$ cat config.mk
export PLATFORM = sky130hd
export DESIGN_NAME = psovp_ctrl
export DESIGN_NICKNAME = d
export VERILOG_FILES = /design/src/logic/psovp_pkg.sv /design/src/logic/psovp_ctrl.sv
export SDC_FILE = /design/constraint.sdc
export NUM_CORES = 1
export LEC_CHECK = 0
export ABC_AREA = 1
export BUFFER_PORTS_ARGS = -buffer_cell sky130_fd_sc_hd__buf_2
export CELL_PAD_IN_SITES_DETAIL_PLACEMENT = 1
export CELL_PAD_IN_SITES_GLOBAL_PLACEMENT = 1
export CORE_ASPECT_RATIO = 0.9
export CORE_MARGIN = 2
export CORE_UTILIZATION = 34
export CTS_CLUSTER_DIAMETER = 100
export DETAILED_ROUTE_END_ITERATION = 6
export PLACE_DENSITY_LB_ADDON = 0.08
export SLEW_MARGIN = 20
export SYNTH_ARGS = -nofsm -noshare
export SYNTH_HDL_FRONTEND = slang
export SYNTH_SLANG_ARGS = --single-unit
$ cat constraint.sdc
create_clock -name i_ref_clk -period 1.1 [get_ports i_ref_clk]
set_input_delay 0.11 -clock i_ref_clk [delete_from_list [all_inputs] [get_ports i_ref_clk]]
set_output_delay 0.11 -clock i_ref_clk [all_outputs]
set_load 0.01 [all_outputs]
$ cat src/logic/psovp_pkg.sv
// psovp_pkg: shared constants and types for the phase shed and overvoltage control block
// assumes a single 10 MHz reference clock and plain port control bits
package psovp_pkg;
  // number of phases the controller can drive
  localparam int unsigned PSOVP_NUM_PHASES = 4;
  // phase output encoding: two bits per phase
  typedef enum logic [1:0] {
    PSOVP_PH_LOW  = 2'h0,
    PSOVP_PH_HIGH = 2'h1,
    PSOVP_PH_MID  = 2'h2
  } psovp_phase_t;
  // controller modes, one-hot
  typedef enum logic [3:0] {
    PSOVP_ST_OFF   = 4'h1,
    PSOVP_ST_RUN   = 4'h2,
    PSOVP_ST_SAVE  = 4'h4,
    PSOVP_ST_FAULT = 4'h8
  } psovp_state_t;
  // consecutive overvoltage events before latching all phase outputs
  localparam logic [3:0] PSOVP_OV_LATCH_COUNT = 4'h8;
  localparam logic [3:0] PSOVP_OV_COUNT_RESET = 4'h0;
  // release lead time of the power-save request (other party), in ns
  localparam int unsigned PSOVP_PSR_LEAD_NS = 1000;
  localparam int unsigned PSOVP_CLK_PERIOD_NS = 100;
  localparam int unsigned PSOVP_PSR_LEAD_CYC = (PSOVP_PSR_LEAD_NS + PSOVP_CLK_PERIOD_NS - 1) / PSOVP_CLK_PERIOD_NS;
  // default configured phase count
  localparam logic [2:0] PSOVP_DEF_PHASES = 3'h4;
  localparam logic [2:0] PSOVP_ONE_PHASE = 3'h1;
endpackage
$ cat src/logic/psovp_ctrl.sv
// psovp_ctrl: power-save phase shedding and latched overvoltage supervision
// assumes inputs synchronous to i_ref_clk; i_arst_n comes from supply lockout
`timescale 1ns/1ps
// Function
// RL1: request low selects single phase saving
// RL2: processor releases request 1 us early
// RL3: saving leaves exactly one phase active
// RL4: phase one switches, others held mid-level
// RL5: request high restores configured phase count
// RL6: auto mode follows voltage id transitions
// RL7: overvoltage watch active from soft-start only
// RL8: trip forces low-sides on, ready low
// RL9: latched fault cleared only by lockout reset
// RL10: overvoltage compare event pulls ready low
// RL11: eight consecutive events latch phase outputs
// RL12: clean sample clears count; three-level encoding
module psovp_ctrl #(
  parameter int unsigned NUM_PHASES = psovp_pkg::PSOVP_NUM_PHASES,
  parameter int unsigned VID_W = 8
) (
  input wire logic i_ref_clk,
  input wire logic i_arst_n,
  input wire logic i_clk_en,
  input wire logic i_enable,
  input wire logic i_soft_start,
  input wire logic i_power_save_request,
  input wire logic i_auto_power_save_enable,
  input wire logic [VID_W-1:0] i_voltage_id_lines,
  input wire logic [VID_W-1:0] i_low_power_vid,
  input wire logic [2:0] i_phase_count,
  input wire logic i_sample_tick,
  input wire logic i_diff_sense_over,
  input wire logic [NUM_PHASES-1:0] i_phase_pwm,
  output logic [2*NUM_PHASES-1:0] o_phase_mod,
  output logic [NUM_PHASES-1:0] o_low_side_on,
  output logic o_regulator_ready,
  output logic o_overvoltage_fault,
  output logic o_power_save_active,
  output logic [2:0] o_active_phases
);
  import psovp_pkg::*;

  psovp_state_t state_q, state_d;
  logic [3:0] ov_cnt_q;
  logic ov_trip_q;
  logic latched_q;
  logic auto_save_q;
  logic [VID_W-1:0] vid_q;
  logic [2:0] saved_phases_q;
  // combinational mode helpers
  logic save_req;
  logic ov_watch;

  // phase encoding helper used for every output lane
  function automatic logic [1:0] psovp_enc(input logic en, input logic pwm);
    if (!en) begin
      psovp_enc = PSOVP_PH_MID;
    end else if (pwm) begin
      psovp_enc = PSOVP_PH_HIGH;
    end else begin
      psovp_enc = PSOVP_PH_LOW;
    end
  endfunction

  // saving wanted: pin low, or auto mode after a move to the low-power vid
  assign save_req = !i_power_save_request || (i_auto_power_save_enable && auto_save_q); // RL1
  // watch only while enabled and from soft-start on
  assign ov_watch = i_enable && (i_soft_start || state_q != PSOVP_ST_OFF); // RL7

  // auto mode tracks voltage id transitions
  always_ff @(posedge i_ref_clk or negedge i_arst_n) begin
    if (!i_arst_n) begin
      vid_q <= '0;
      auto_save_q <= 1'b0;
    end else if (i_clk_en) begin
      vid_q <= i_voltage_id_lines;
      if (i_auto_power_save_enable && i_power_save_request && vid_q != i_voltage_id_lines) begin
        auto_save_q <= (i_voltage_id_lines == i_low_power_vid); // RL6
      end else if (!i_auto_power_save_enable) begin
        auto_save_q <= 1'b0;
      end
    end
  end

  // consecutive overvoltage counter and trip flag
  always_ff @(posedge i_ref_clk or negedge i_arst_n) begin
    if (!i_arst_n) begin
      ov_cnt_q <= PSOVP_OV_COUNT_RESET;
      ov_trip_q <= 1'b0;
      latched_q <= 1'b0;
    end else if (i_clk_en) begin
      if (ov_watch && i_sample_tick) begin
        if (i_diff_sense_over) begin
          ov_trip_q <= 1'b1; // RL10
          if (ov_cnt_q < PSOVP_OV_LATCH_COUNT) begin
            ov_cnt_q <= ov_cnt_q + 4'h1;
          end
          if (ov_cnt_q + 4'h1 >= PSOVP_OV_LATCH_COUNT) begin
            latched_q <= 1'b1; // RL11
          end
        end else if (!latched_q) begin
          ov_cnt_q <= PSOVP_OV_COUNT_RESET; // RL12
        end
      end
      // latch held; only the lockout reset clears it
    end
  end

  // remember configured phase count outside saving
  always_ff @(posedge i_ref_clk or negedge i_arst_n) begin
    if (!i_arst_n) begin
      saved_phases_q <= PSOVP_DEF_PHASES;
    end else if (i_clk_en && state_q != PSOVP_ST_SAVE) begin
      saved_phases_q <= i_phase_count;
    end
  end

  // mode selection
  always_comb begin
    state_d = state_q;
    case (state_q)
      PSOVP_ST_OFF: begin
        if (i_enable && i_soft_start) begin
          state_d = PSOVP_ST_RUN;
        end
      end
      PSOVP_ST_RUN: begin
        if (save_req) begin
          state_d = PSOVP_ST_SAVE; // RL3
        end
      end
      PSOVP_ST_SAVE: begin
        if (!save_req) begin
          state_d = PSOVP_ST_RUN; // RL5
        end
      end
      default: begin
        state_d = PSOVP_ST_FAULT;
      end
    endcase
    if (state_q != PSOVP_ST_FAULT && !i_enable) begin
      state_d = PSOVP_ST_OFF;
    end
    if (ov_trip_q) begin
      state_d = PSOVP_ST_FAULT; // RL9
    end
  end

  // mode register, frozen while the clock enable is low
  always_ff @(posedge i_ref_clk or negedge i_arst_n) begin
    if (!i_arst_n) begin
      state_q <= PSOVP_ST_OFF;
    end else if (i_clk_en) begin
      state_q <= state_d;
    end
  end

  // regulating modes: phases switching and ready allowed
  function automatic logic psovp_in_service(input psovp_state_t st);
    psovp_in_service = (st == PSOVP_ST_RUN) || (st == PSOVP_ST_SAVE);
  endfunction

  // single-phase saving mode
  function automatic logic psovp_is_save(input psovp_state_t st);
    psovp_is_save = (st == PSOVP_ST_SAVE);
  endfunction

  // lane drive, computed before the output flops
  logic force_low;
  logic [2:0] lane_limit;
  logic [2*NUM_PHASES-1:0] phase_mod_d;
  logic [NUM_PHASES-1:0] low_side_d;

  // trip, fault state or latch pull every lane low with its low side on
  assign force_low = latched_q || ov_trip_q || (state_q == PSOVP_ST_FAULT); // RL8 RL11

  // number of lanes that follow their modulator in the present mode
  always_comb begin
    lane_limit = '0;
    if (psovp_is_save(state_q)) begin
      lane_limit = PSOVP_ONE_PHASE; // RL3
    end else if (state_q == PSOVP_ST_RUN) begin
      lane_limit = saved_phases_q; // RL5
    end
  end

  // per-lane code: enabled lanes switch low/high, shed lanes park mid-level
  for (genvar g = 0; g < NUM_PHASES; g++) begin : g_lane
    assign phase_mod_d[2*g +: 2] = force_low ? PSOVP_PH_LOW : psovp_enc(g < int'(lane_limit), i_phase_pwm[g]); // RL4 RL12
    assign low_side_d[g] = force_low; // RL8
  end

  // registered lane codes and low-side commands
  always_ff @(posedge i_ref_clk or negedge i_arst_n) begin
    if (!i_arst_n) begin
      o_phase_mod <= {NUM_PHASES{PSOVP_PH_MID}};
      o_low_side_on <= '0;
    end else if (i_clk_en) begin
      o_phase_mod <= phase_mod_d; // RL11
      o_low_side_on <= low_side_d;
    end
  end

  // registered fault and ready status
  always_ff @(posedge i_ref_clk or negedge i_arst_n) begin
    if (!i_arst_n) begin
      o_regulator_ready <= 1'h0;
      o_overvoltage_fault <= 1'h0;
    end else if (i_clk_en) begin
      o_overvoltage_fault <= ov_trip_q;
      o_regulator_ready <= psovp_in_service(state_q) && !ov_trip_q; // RL8
    end
  end

  // registered saving flag and active phase count
  always_ff @(posedge i_ref_clk or negedge i_arst_n) begin
    if (!i_arst_n) begin
      o_power_save_active <= 1'h0;
      o_active_phases <= PSOVP_DEF_PHASES;
    end else if (i_clk_en) begin
      o_power_save_active <= psovp_is_save(state_q);
      o_active_phases <= psovp_is_save(state_q) ? PSOVP_ONE_PHASE : saved_phases_q;
    end
  end
endmodule

==> After elaboration in Yosys (flattened, before gate mapping) <==
Cells that the tools add are included.
{ "totals": {"reg_bits": 37, "word_cells": 83} }
{ "classes": {"add_sub_neg": 1, "order_cmp": 6, "n_eq_ne": 15, "muxes": 26, "n_reduce_logical": 22} }
{ "ops": {"columns": ["operator", "n"], "rows": [
  ["two-way mux 4 bit", 8],
  ["two-way mux 2 bit", 8],
  ["inequality test 4 bit (second input constant)", 4],
  ["case mux 4 bit (3 select lines)", 1],
  ["AND reduction 4 bit", 3],
  ["logical AND 1 bit", 9],
  ["two-way mux 3 bit", 3],
  ["equality test 8 bit", 1],
  ["inequality test 8 bit", 1],
  ["< comparator 1 x 3 -> 1 bit (first input constant)", 2],
  ["< comparator 2 x 3 -> 1 bit (first input constant)", 2],
  ["two-way mux 1 bit", 6],
  ["logical OR 1 bit", 5],
  ["adder 4 x 1 -> 4 bit (second input constant)", 1],
  ["equality test 4 x 1 -> 1 bit (second input constant)", 1],
  ["equality test 4 x 2 -> 1 bit (second input constant)", 1],
  ["equality test 4 x 3 -> 1 bit (second input constant)", 1],
  ["equality test 4 bit (second input constant)", 1],
  [">= comparator 4 bit (second input constant)", 1],
  ["< comparator 4 bit (second input constant)", 1],
  ["inequality test 2 x 1 -> 1 bit (second input constant)", 2],
  ["inequality test 4 x 1 -> 1 bit (second input constant)", 1],
  ["inequality test 4 x 3 -> 1 bit (second input constant)", 1],
  ["logical NOT 1 bit", 3],
  ["3 further kinds", 3]
]} }

==> Depth between registers and ports, before layout <==
Gate-level depths: netlist of the first run.
{ "depth": {"ltp_word": 6, "mapped_depth": 10, "mapped_depth_nobuf": 10} }

==> Least setup slack after synthesis of the first run <==
No wires, ideal clock.
{ "synth_timing": {"path_type": "register to register", "from": "reg state_q[0]", "to": "reg ov_cnt_q[3]", "arrival_time_ns": 1.122, "t_required_ns": 0.984, "setup_slack_ns": -0.138, "stages_incl_launch_ff": 7, "n_path_buf": 0, "period_less_slack_ns": 1.238, "cell_sequence": "dfstp_2 nand3_1 or2_4 nand4_4 inv_2 nand2_1 nand2_1"} }
{ "synth_between": {"elab_chain_cells": 5} }
{ "synth_rtl": {"columns": ["item", "line", "rtl"], "rows": [
  ["start, declared", "psovp_ctrl.sv:43", "psovp_state_t state_q, state_d;"],
  ["start signal, assigned", "psovp_ctrl.sv:154", "state_q <= state_d;"],
  ["inequality test 4 x 1 -> 1 bit", "psovp_ctrl.sv:68", "assign ov_watch = i_enable && (i_soft_start || state_q != PSOVP_ST_OFF);"],
  ["logical OR 1 bit", "psovp_ctrl.sv:68", null],
  ["logical AND 1 bit", "psovp_ctrl.sv:68", null],
  ["logical AND 1 bit", "psovp_ctrl.sv:92", "if (ov_watch && i_sample_tick) begin"],
  ["AND reduction 4 bit (no line)", null, null],
  ["end signal, assigned", "psovp_ctrl.sv:96", "ov_cnt_q <= ov_cnt_q + 4'h1;"],
  ["end, declared", "psovp_ctrl.sv:44", "logic [3:0] ov_cnt_q;"]
]} }
Every way passes these cells.
A chain may end at the register's enable or synchronous reset.

==> Worst setup path in the final report of the first run <==
{ "layout_timing": {"from": "reg state_q[0]", "to": "reg o_phase_mod[2]"} }
{ "layout_between": {"elab_chain_cells": 6, "word_cells_on_any_way": 9} }
{ "layout_rtl": {"columns": ["item", "line", "rtl"], "rows": [
  ["equality test 4 x 2 -> 1 bit", "psovp_ctrl.sv:182", "end else if (state_q == PSOVP_ST_RUN) begin"],
  ["two-way mux 3 bit", "psovp_ctrl.sv:182", null],
  ["two-way mux 3 bit", "psovp_ctrl.sv:180", "if (psovp_is_save(state_q)) begin"],
  ["< comparator 1 x 3 -> 1 bit", "psovp_ctrl.sv:189", "assign phase_mod_d[2*g +: 2] = force_low ? PSOVP_PH_LOW : psovp_enc(g < int'(lane_limit), i_phase_pwm[g]);"],
  ["two-way mux 2 bit", "psovp_ctrl.sv:56", "if (!en) begin"],
  ["two-way mux 2 bit *", "psovp_ctrl.sv:189", null],
  ["end signal, assigned", "psovp_ctrl.sv:196", "o_phase_mod <= {NUM_PHASES{PSOVP_PH_MID}};"],
  ["end signal, assigned", "psovp_ctrl.sv:199", "o_phase_mod <= phase_mod_d;"],
  ["end, declared", "psovp_ctrl.sv:34", "output logic [2*NUM_PHASES-1:0] o_phase_mod,"]
]} }
Every way passes the cells marked *; elsewhere a longest branch is shown, timed or not.

==> results.md, run 1 <==
- Slew headroom: between 80% and 90%
- Syn nets: 307
- Worst VDD drop: 0.0005263 V
- Post-route DRC: 3
- Vias in the first global route: 1,967
- Total CTS buffers: 5
- Row count: 26
- Gr usage total: 17.24%
- Clk pin slew, worst setup/hold paths: 0.08 ns
- Slew @ Worst Pin: 0.2747 ns
- Final Cycle Share: 124.0%
- Crit path capture type: register
- Syn Inst Count: 274
- CTS tree: done
- Iteration-0 DRC Markers: 81
- Sequential area share after synthesis: about 46%
- Startpoint Class: register
- Critical Path AT: 1.60 ns
- Synth unique cells: 31
- Max-cap violations: 0
- Clock Sinks: 37
- Status: finished with violations
- Seq cells post-synth: 37
- Antenna diodes: 0
- Largest area contributor in the netlist: dfrtp_1
- Total gr overflow: 0
- Largest stage delay, worst path: 0.60 ns
- Final Util: 48.07%
- Via-per-instance ratio: 4.602
- Layout area overhead: 35.29%
- Fmax: 0.7334 GHz
- Total power: around 0.0031 W
- Die Y: a little under 80 µm
- Clock Tree Root: clkbuf_8
- Worst EP required: 1.34 ns
- Most common cell after layout, fill and taps aside: nand2_1
- Fillers: 749
- Initial Utilization: a little over a third
- Layout cell share with drive strength beyond 1: 37.43%
- Pwr Density: about 1100 nW/µm²
- Failing checks: design-rule violations, negative setup slack
- Crit path max-delay cell type: dfstp_2
- CP cell instances: nor2_4 > nand3_4 > nand3_2 > nor2_4 > buf_4 > nand3_2 > nand2_1
- Drt pass-1 iters: 6
- Post-DP HPWL: just over 4000 µm
- Hold Crit Class: input pin to register
- Final Max Slew Viols: 0
- YS warnings: 0
- CTS H-tree lvls: 2
- Net count, final: 382
- Gpl congestion: 0.7780
- Final setup margin: -0.2635 ns
- Max clock buf depth: 2
- Initial antenna violation count: 0
- WS Path Type: register to register
- Buffers on Ports: 49
- Post-synth top area share: 36.70%
- Die area: 6654 µm²
- Chip width: 85.77 µm
- Synthesized area: 2046 µm²
- Vias: slightly below 2k
- Clk Latency, worst-skew pair: 0.29 ns
- Detailed Route WL: 5566 µm
- Pin count of the biggest net entering global routing: 38
- Antenna-violating nets left: 0
- Largest cells by area after synthesis: dfrtp_1 (37%), nand2_1 (19%), dfstp_2 (9.0%)
- # IOs: 50
- Most frequent cells in the layout: nand2_1 (95), buf_2 (48), inv_1 (29), dfrtp_1 (29), nor2_1 (24)
- Clk_skew: 0.007590 ns
- CORE AREA: 5758 µm²
- Setup-failing EPs final: 27
- First-pass GRT wire length: 9011 µm
- Final Hold Vio Count: 0
- Post-DR wirelength/cell: around 13 µm
- CP Max Fanout: 7
- Synthesized area per cell: 7.466 µm²
- RSZ-0062 raised after global routing: yes
- Setup TNS: -5.139 ns
- Crit path time final: ~1.4 ns
- Final instance area: 2768 µm²
- Leak Pwr: 1.490 nW
- Post-Place Cell Area: 2511 µm²
## flip-flops by register name (all words and copies together), names as in the netlist, 3 cells and up
| signal | flops |
|---|---|
| state_q | 4 |
| ov_cnt_q | 4 |
| o_active_phases | 3 |
| vid_q | 8 |
| saved_phases_q | 3 |
| o_phase_mod | 8 |
## critical path: cells and delay by family (launching register included)
family	cells	cell delay [ns]
flops	1	0.60
buf+inv	1	0.15
simple gates	6	0.55
## cells by family (layout without fill, tap and decap cells)
kind of cell | Yosys count | in the layout | share of synthesized area, %
adder cells (fa/ha/maj) | 1 | 1 | 0.6115
AO/OA/AOI/OAI | 24 | 24 | 6.422
flip-flops | 37 | 37 | 45.69
AND/OR/NAND/NOR | 161 | 161 | 34.80
multiplexers | 1 | 1 | 0.5504
XOR/XNOR | 7 | 7 | 2.997
buffers and inverters | 43 | 119 | 8.929
## path summary, 6_finish.rpt
path | depth (start not counted) | startpoint | end | slack (ns)
worst min-delay path | 2 | i_phase_count[1] | saved_phases_q[1] | 0.03
max in group asynchronous | 3 | i_arst_n | o_phase_mod[5] | 0.53
worst max-delay path | 7 | state_q[0] | o_phase_mod[2] | -0.26
worst max register to register | 7 | state_q[0] | o_phase_mod[2] | -0.26
min in group asynchronous | 3 | i_arst_n | state_q[1] | 0.30
worst min register to register | 2 | o_phase_mod[1] | o_phase_mod[1] | 0.47
## report_power, final
group	internal [W]	switching (W)	leakage (nW)	total, W
logic	0.000225	0.000283	0.997	0.000508
registers	0.00144	0.0000476	0.439	0.00149
clock network	0.000567	0.000508	0.0542	0.00108
total	0.00223	0.000839	1.49	0.00307
## layer usage
layer	global-route usage, %	routed length, µm	vias to the layer above
li1	-	-	987
met1	22.54	2632	910
met2	29.22	2686	29
met3	3.298	191	7
met4	4.444	55	0
met5	0	0	-
## through the flow
stage          hold WS (ns)  std cells  setup slack, ns
6_report            0.03405        420          -0.2635
5_1_grt             0.02516        420          -0.3415
4_1_cts             0.03339        416          -0.2631
3_5_place_dp        0.09691        405          -0.3032
3_3_place_gp        0.09359        405          -0.2821
2_1_floorplan       -0.1856        274          -0.1384
## cells in the mapped netlist (all sizes together)
master / instances
nand2: 109
inv: 36
dfrtp: 30
nor2: 30
o21ai: 17
nand3: 16
dfstp: 7
buf: 6
xnor2: 6
a21oi: 4
nand4: 4
or2: 2
a22o: 1
a31oi: 1
clkbuf: 1
ha: 1
mux2: 1
o21a: 1
xor2: 1
## area by class of cell
cell class                 instances  area [µm²]  area share (%)
clock inverter                     1       5.005          0.1808
inverter                          36       137.6           4.973
timing repair buffer              75       474.2           17.13
sequential                        37       935.9           33.82
tap                               70       87.58           3.165
multi-input combinational        194        1031           37.25
clock buffer                       7       96.34           3.481
## repair_timing
action                                  4_1_cts  5_1_grt
hold endpoints to repair                     30        0
hold buffers                                  1        0
pin swaps                                     7        9
endpoints found under the setup margin       27       29
resized for setup                            12       17
buffers inserted                              2        4
gates cloned                                  0        0
(Power assumes the default switching activity.)
==> run 2, diff against run 1 <==
Settings changed: CELL_PAD_IN_SITES_DETAIL_PLACEMENT 1 to not set, CELL_PAD_IN_SITES_GLOBAL_PLACEMENT 1 to not set, CORE_UTILIZATION 34 to 40.
==> run 2 against run 1 <==
Effect of this change:
- the flow finishes with violations (negative setup slack)
- via count fell by 2.6%
- non-clock buffer count fell by 1
- critical endpoint is now state_q[1]
- first-iteration DRC count fell by 12%
- critical path type unchanged
- fmax rose by 3.0%
- global-route usage rose by 0.91 points
- critical path depth rose by 2
- final cell count fell by 1.4%
- wire length fell by 18%
- worst setup slack improved by 0.040 ns
- combinational power fell by 9.6%
- largest power group unchanged
- sequential share of layout area rose by 0.57 points
==> results.md, run 2 (same netlist as run 1, synthesis figures left out) <==
- Setup-failing EPs final: 27 (unchanged)
- Status: finished with violations (unchanged)
- Clk pin slew, worst setup/hold paths: 0.08 ns (about the same)
- Clk_skew: 0.01029 ns (was 0.007590 ns)
- Crit path capture type: register (unchanged)
- Detailed Route WL: 4567 µm (was 5566 µm)
- Final Cycle Share: 120.4% (was 124.0%)
- Chip width: 79.38 µm (was 85.77 µm)
- Row count: 24 (was 26)
- Slew @ Worst Pin: 0.2521 ns (was 0.2747 ns)
- Pin count of the biggest net entering global routing: 38 (unchanged)
- Clock Tree Root: clkbuf_8 (unchanged)
- WS Path Type: register to register (unchanged)
- Failing checks: negative setup slack (was design-rule violations, negative setup slack)
- WHS Endpoint: saved_phases_q[1] (unchanged)
- Clock Sinks: 37 (unchanged)
- Leak Pwr: 1.471 nW (was 1.490 nW)
- Largest stage delay, worst path: 0.60 ns (about the same)
- Placed Instances: 402 (was 405)
- CP top delay family: flip-flops (unchanged)
- Final Max Slew Viols: 0 (unchanged)
- Total CTS buffers: 5 (unchanged)
- Drt pass-1 iters: 4 (was 6)
- Most common cell after layout, fill and taps aside: nand2_1 (unchanged)
- Antenna diodes: 0 (unchanged)
- Crit path max-delay cell type: dfstp_2 (unchanged)
- Post-Place Worst Slack: -0.2785 ns (was -0.3032 ns)
- CTS H-tree lvls: 2 (unchanged)
- Gr usage total: 18.15% (was 17.24%)
- Fillers: 487 (was 749)
- Max clock buf depth: 2 (unchanged)
- Max-cap violations: 0 (unchanged)
- Crit Reg-Reg Startpoint: state_q[0] (unchanged)
- Initial antenna violation count: 0 (unchanged)
- Most frequent cells in the layout: nand2_1 (99), buf_2 (48), inv_1 (31) (was nand2_1 (95), buf_2 (48), inv_1 (29), dfrtp_1 (29), nor2_1 (24))
- RSZ-0062 raised after global routing: yes (unchanged)
- Final Hold Vio Count: 0 (unchanged)
- Reg2Reg Depth: 9 (was 7)
- Post-DP HPWL: 3403 µm (was 4148 µm)
- Worst Setup SP: state_q[0] (unchanged)
- Clk Latency, worst-skew pair: 0.30 ns (was 0.29 ns)
- Antenna-violating nets left: 0 (unchanged)
- Crit path time final: 1.324 ns (was 1.363 ns)
- Worst VDD drop: 0.0006120 V (was 0.0005263 V)
- Slew headroom: 83.02% (was 81.49%)
- Post-route DRC: 0 (was 3)
- Finished Layout Cells: 414 (was 420)
- Buffers on Ports: 49 (unchanged)
- Final Util: 55.67% (was 48.07%)
- Capturing point of the worst reg2reg path: state_q[1] (was o_phase_mod[2])
- Layout cell share with drive strength beyond 1: 35.53% (was 37.43%)
- Reg2Reg Setup Slack: -0.22 ns (was -0.26 ns)
- Buf/Inv on CP: 2 (was 1)
- Vias in the first global route: 1,801 (was 1,967)
- Worst EP required: 1.29 ns (was 1.34 ns)
- Gpl congestion: 0.8465 (was 0.7780)
- Via-per-instance ratio: 4.548 (was 4.602)
- Largest regs: o_phase_mod: 8 flops, vid_q: 8 flops (unchanged)
- Die Y: 71.85 µm (was 77.59 µm)
- Iteration-0 DRC Markers: 71 (was 81)
- Final setup margin: -0.2239 ns (was -0.2635 ns)
- Layout area overhead: 33.21% (was 35.29%)
- First-pass GRT wire length: 8073 µm (was 9011 µm)
- Die area: 5703 µm² (was 6654 µm²)
- Startpoint Class: register (unchanged)
- Fmax: 0.7554 GHz (was 0.7334 GHz)
- Total gr overflow: 0 (unchanged)
- Hold_sp: i_phase_count[1] (unchanged)
- # IOs: 50 (unchanged)
- CORE AREA: 4895 µm² (was 5758 µm²)
- Vias: 1,883 (was 1,933)
- Hold Crit Class: input pin to register (unchanged)
- CP cell instances: nor2_2 > nand2_2 > inv_2 > nand3_2 > nand2_2 > inv_2 > nand2_4 > nand2_1 > nand2_1 (was nor2_4 > nand3_4 > nand3_2 > nor2_4 > buf_4 > nand3_2 > nand2_1)
- Pwr Density: 1173 nW/µm² (was 1109 nW/µm²)
- Post-DR wirelength/cell: 11.03 µm (was 13.25 µm)
- Hold-critical path depth: 2 (unchanged)
- CTS tree: done (unchanged)
- Net count, final: 381 (was 382)
- Initial Utilization: 41.79% (was 35.53%)
- CP Max Fanout: 4 (was 7)
- Critical Path AT: 1.52 ns (was 1.60 ns)
## run 2: cell types whose count changed in the layout (fill, tap and decap cells not counted), sizes merged
cell      change
clkbuf        -1
buf           -1
clkinv        -1
clkinvlp      +1
bufinv        +1
## run 2: layer usage
metal | wire, µm | track usage [%] | vias to the layer above
li1 | - | - | 986
met1 | 2198 | 25.30 | 851
met2 | 2116 | 28.25 | 37
met3 | 164 | 3.401 | 9
met4 | 87 | 6.897 | 0
met5 | 0 | 0 | -
## run 2: worst max-delay path by stage
stage | endpoint | slack [ns] | cells after the start
floorplan | ov_cnt_q[3] | -0.14 | 6
global placement | o_phase_mod[1] | -0.22 | 6
detailed placement | o_phase_mod[5] | -0.28 | 6
CTS | ov_cnt_q[0] | -0.23 | 7
global route | o_phase_mod[0] | -0.31 | 7
finish | state_q[1] | -0.22 | 9
## run 2: metrics by stage
step	hold slack, ns	TNS [ns]	cell area [µm²]	power, W
after floorplan	-0.1856	-1.967	2058	0.001740
after global placement	0.09256	-4.052	2507	0.001953
after detailed placement	0.09252	-4.456	2507	0.001958
after CTS	0.03158	-4.279	2704	0.003230
after global routing	0.03361	-6.259	2725	0.003388
final	0.03422	-4.113	2725	0.003195
## run 2: repair_timing
action / in CTS / in global routing
hold buffers: 1 / 0
pin swaps: 8 / 7
endpoints found under the setup margin: 27 / 29
setup buffers: 3 / 0
resized for setup: 12 / 10
endpoints found under the hold margin: 30 / 0
## run 2: final cells by class
class / instances / area (µm²) / share of cell area [%]
multi-input cells: 194 / 989.7 / 36.32
repair buffers: 74 / 461.7 / 16.94
clock buffers: 6 / 82.58 / 3.030
clock inverters: 2 / 37.54 / 1.377
flip-flops and latches: 37 / 937.1 / 34.39
inverters: 36 / 135.1 / 4.959
well taps: 65 / 81.33 / 2.984
## run 2: report_power, final
group	leakage (nW)	internal [W]	switching, W	total (W)
Sequential	0.437	0.00144	0.0000457	0.00149
Clock	0.0574	0.000737	0.000514	0.00125
Combinational	0.976	0.000205	0.000254	0.000459
Total	1.47	0.00238	0.000813	0.00320
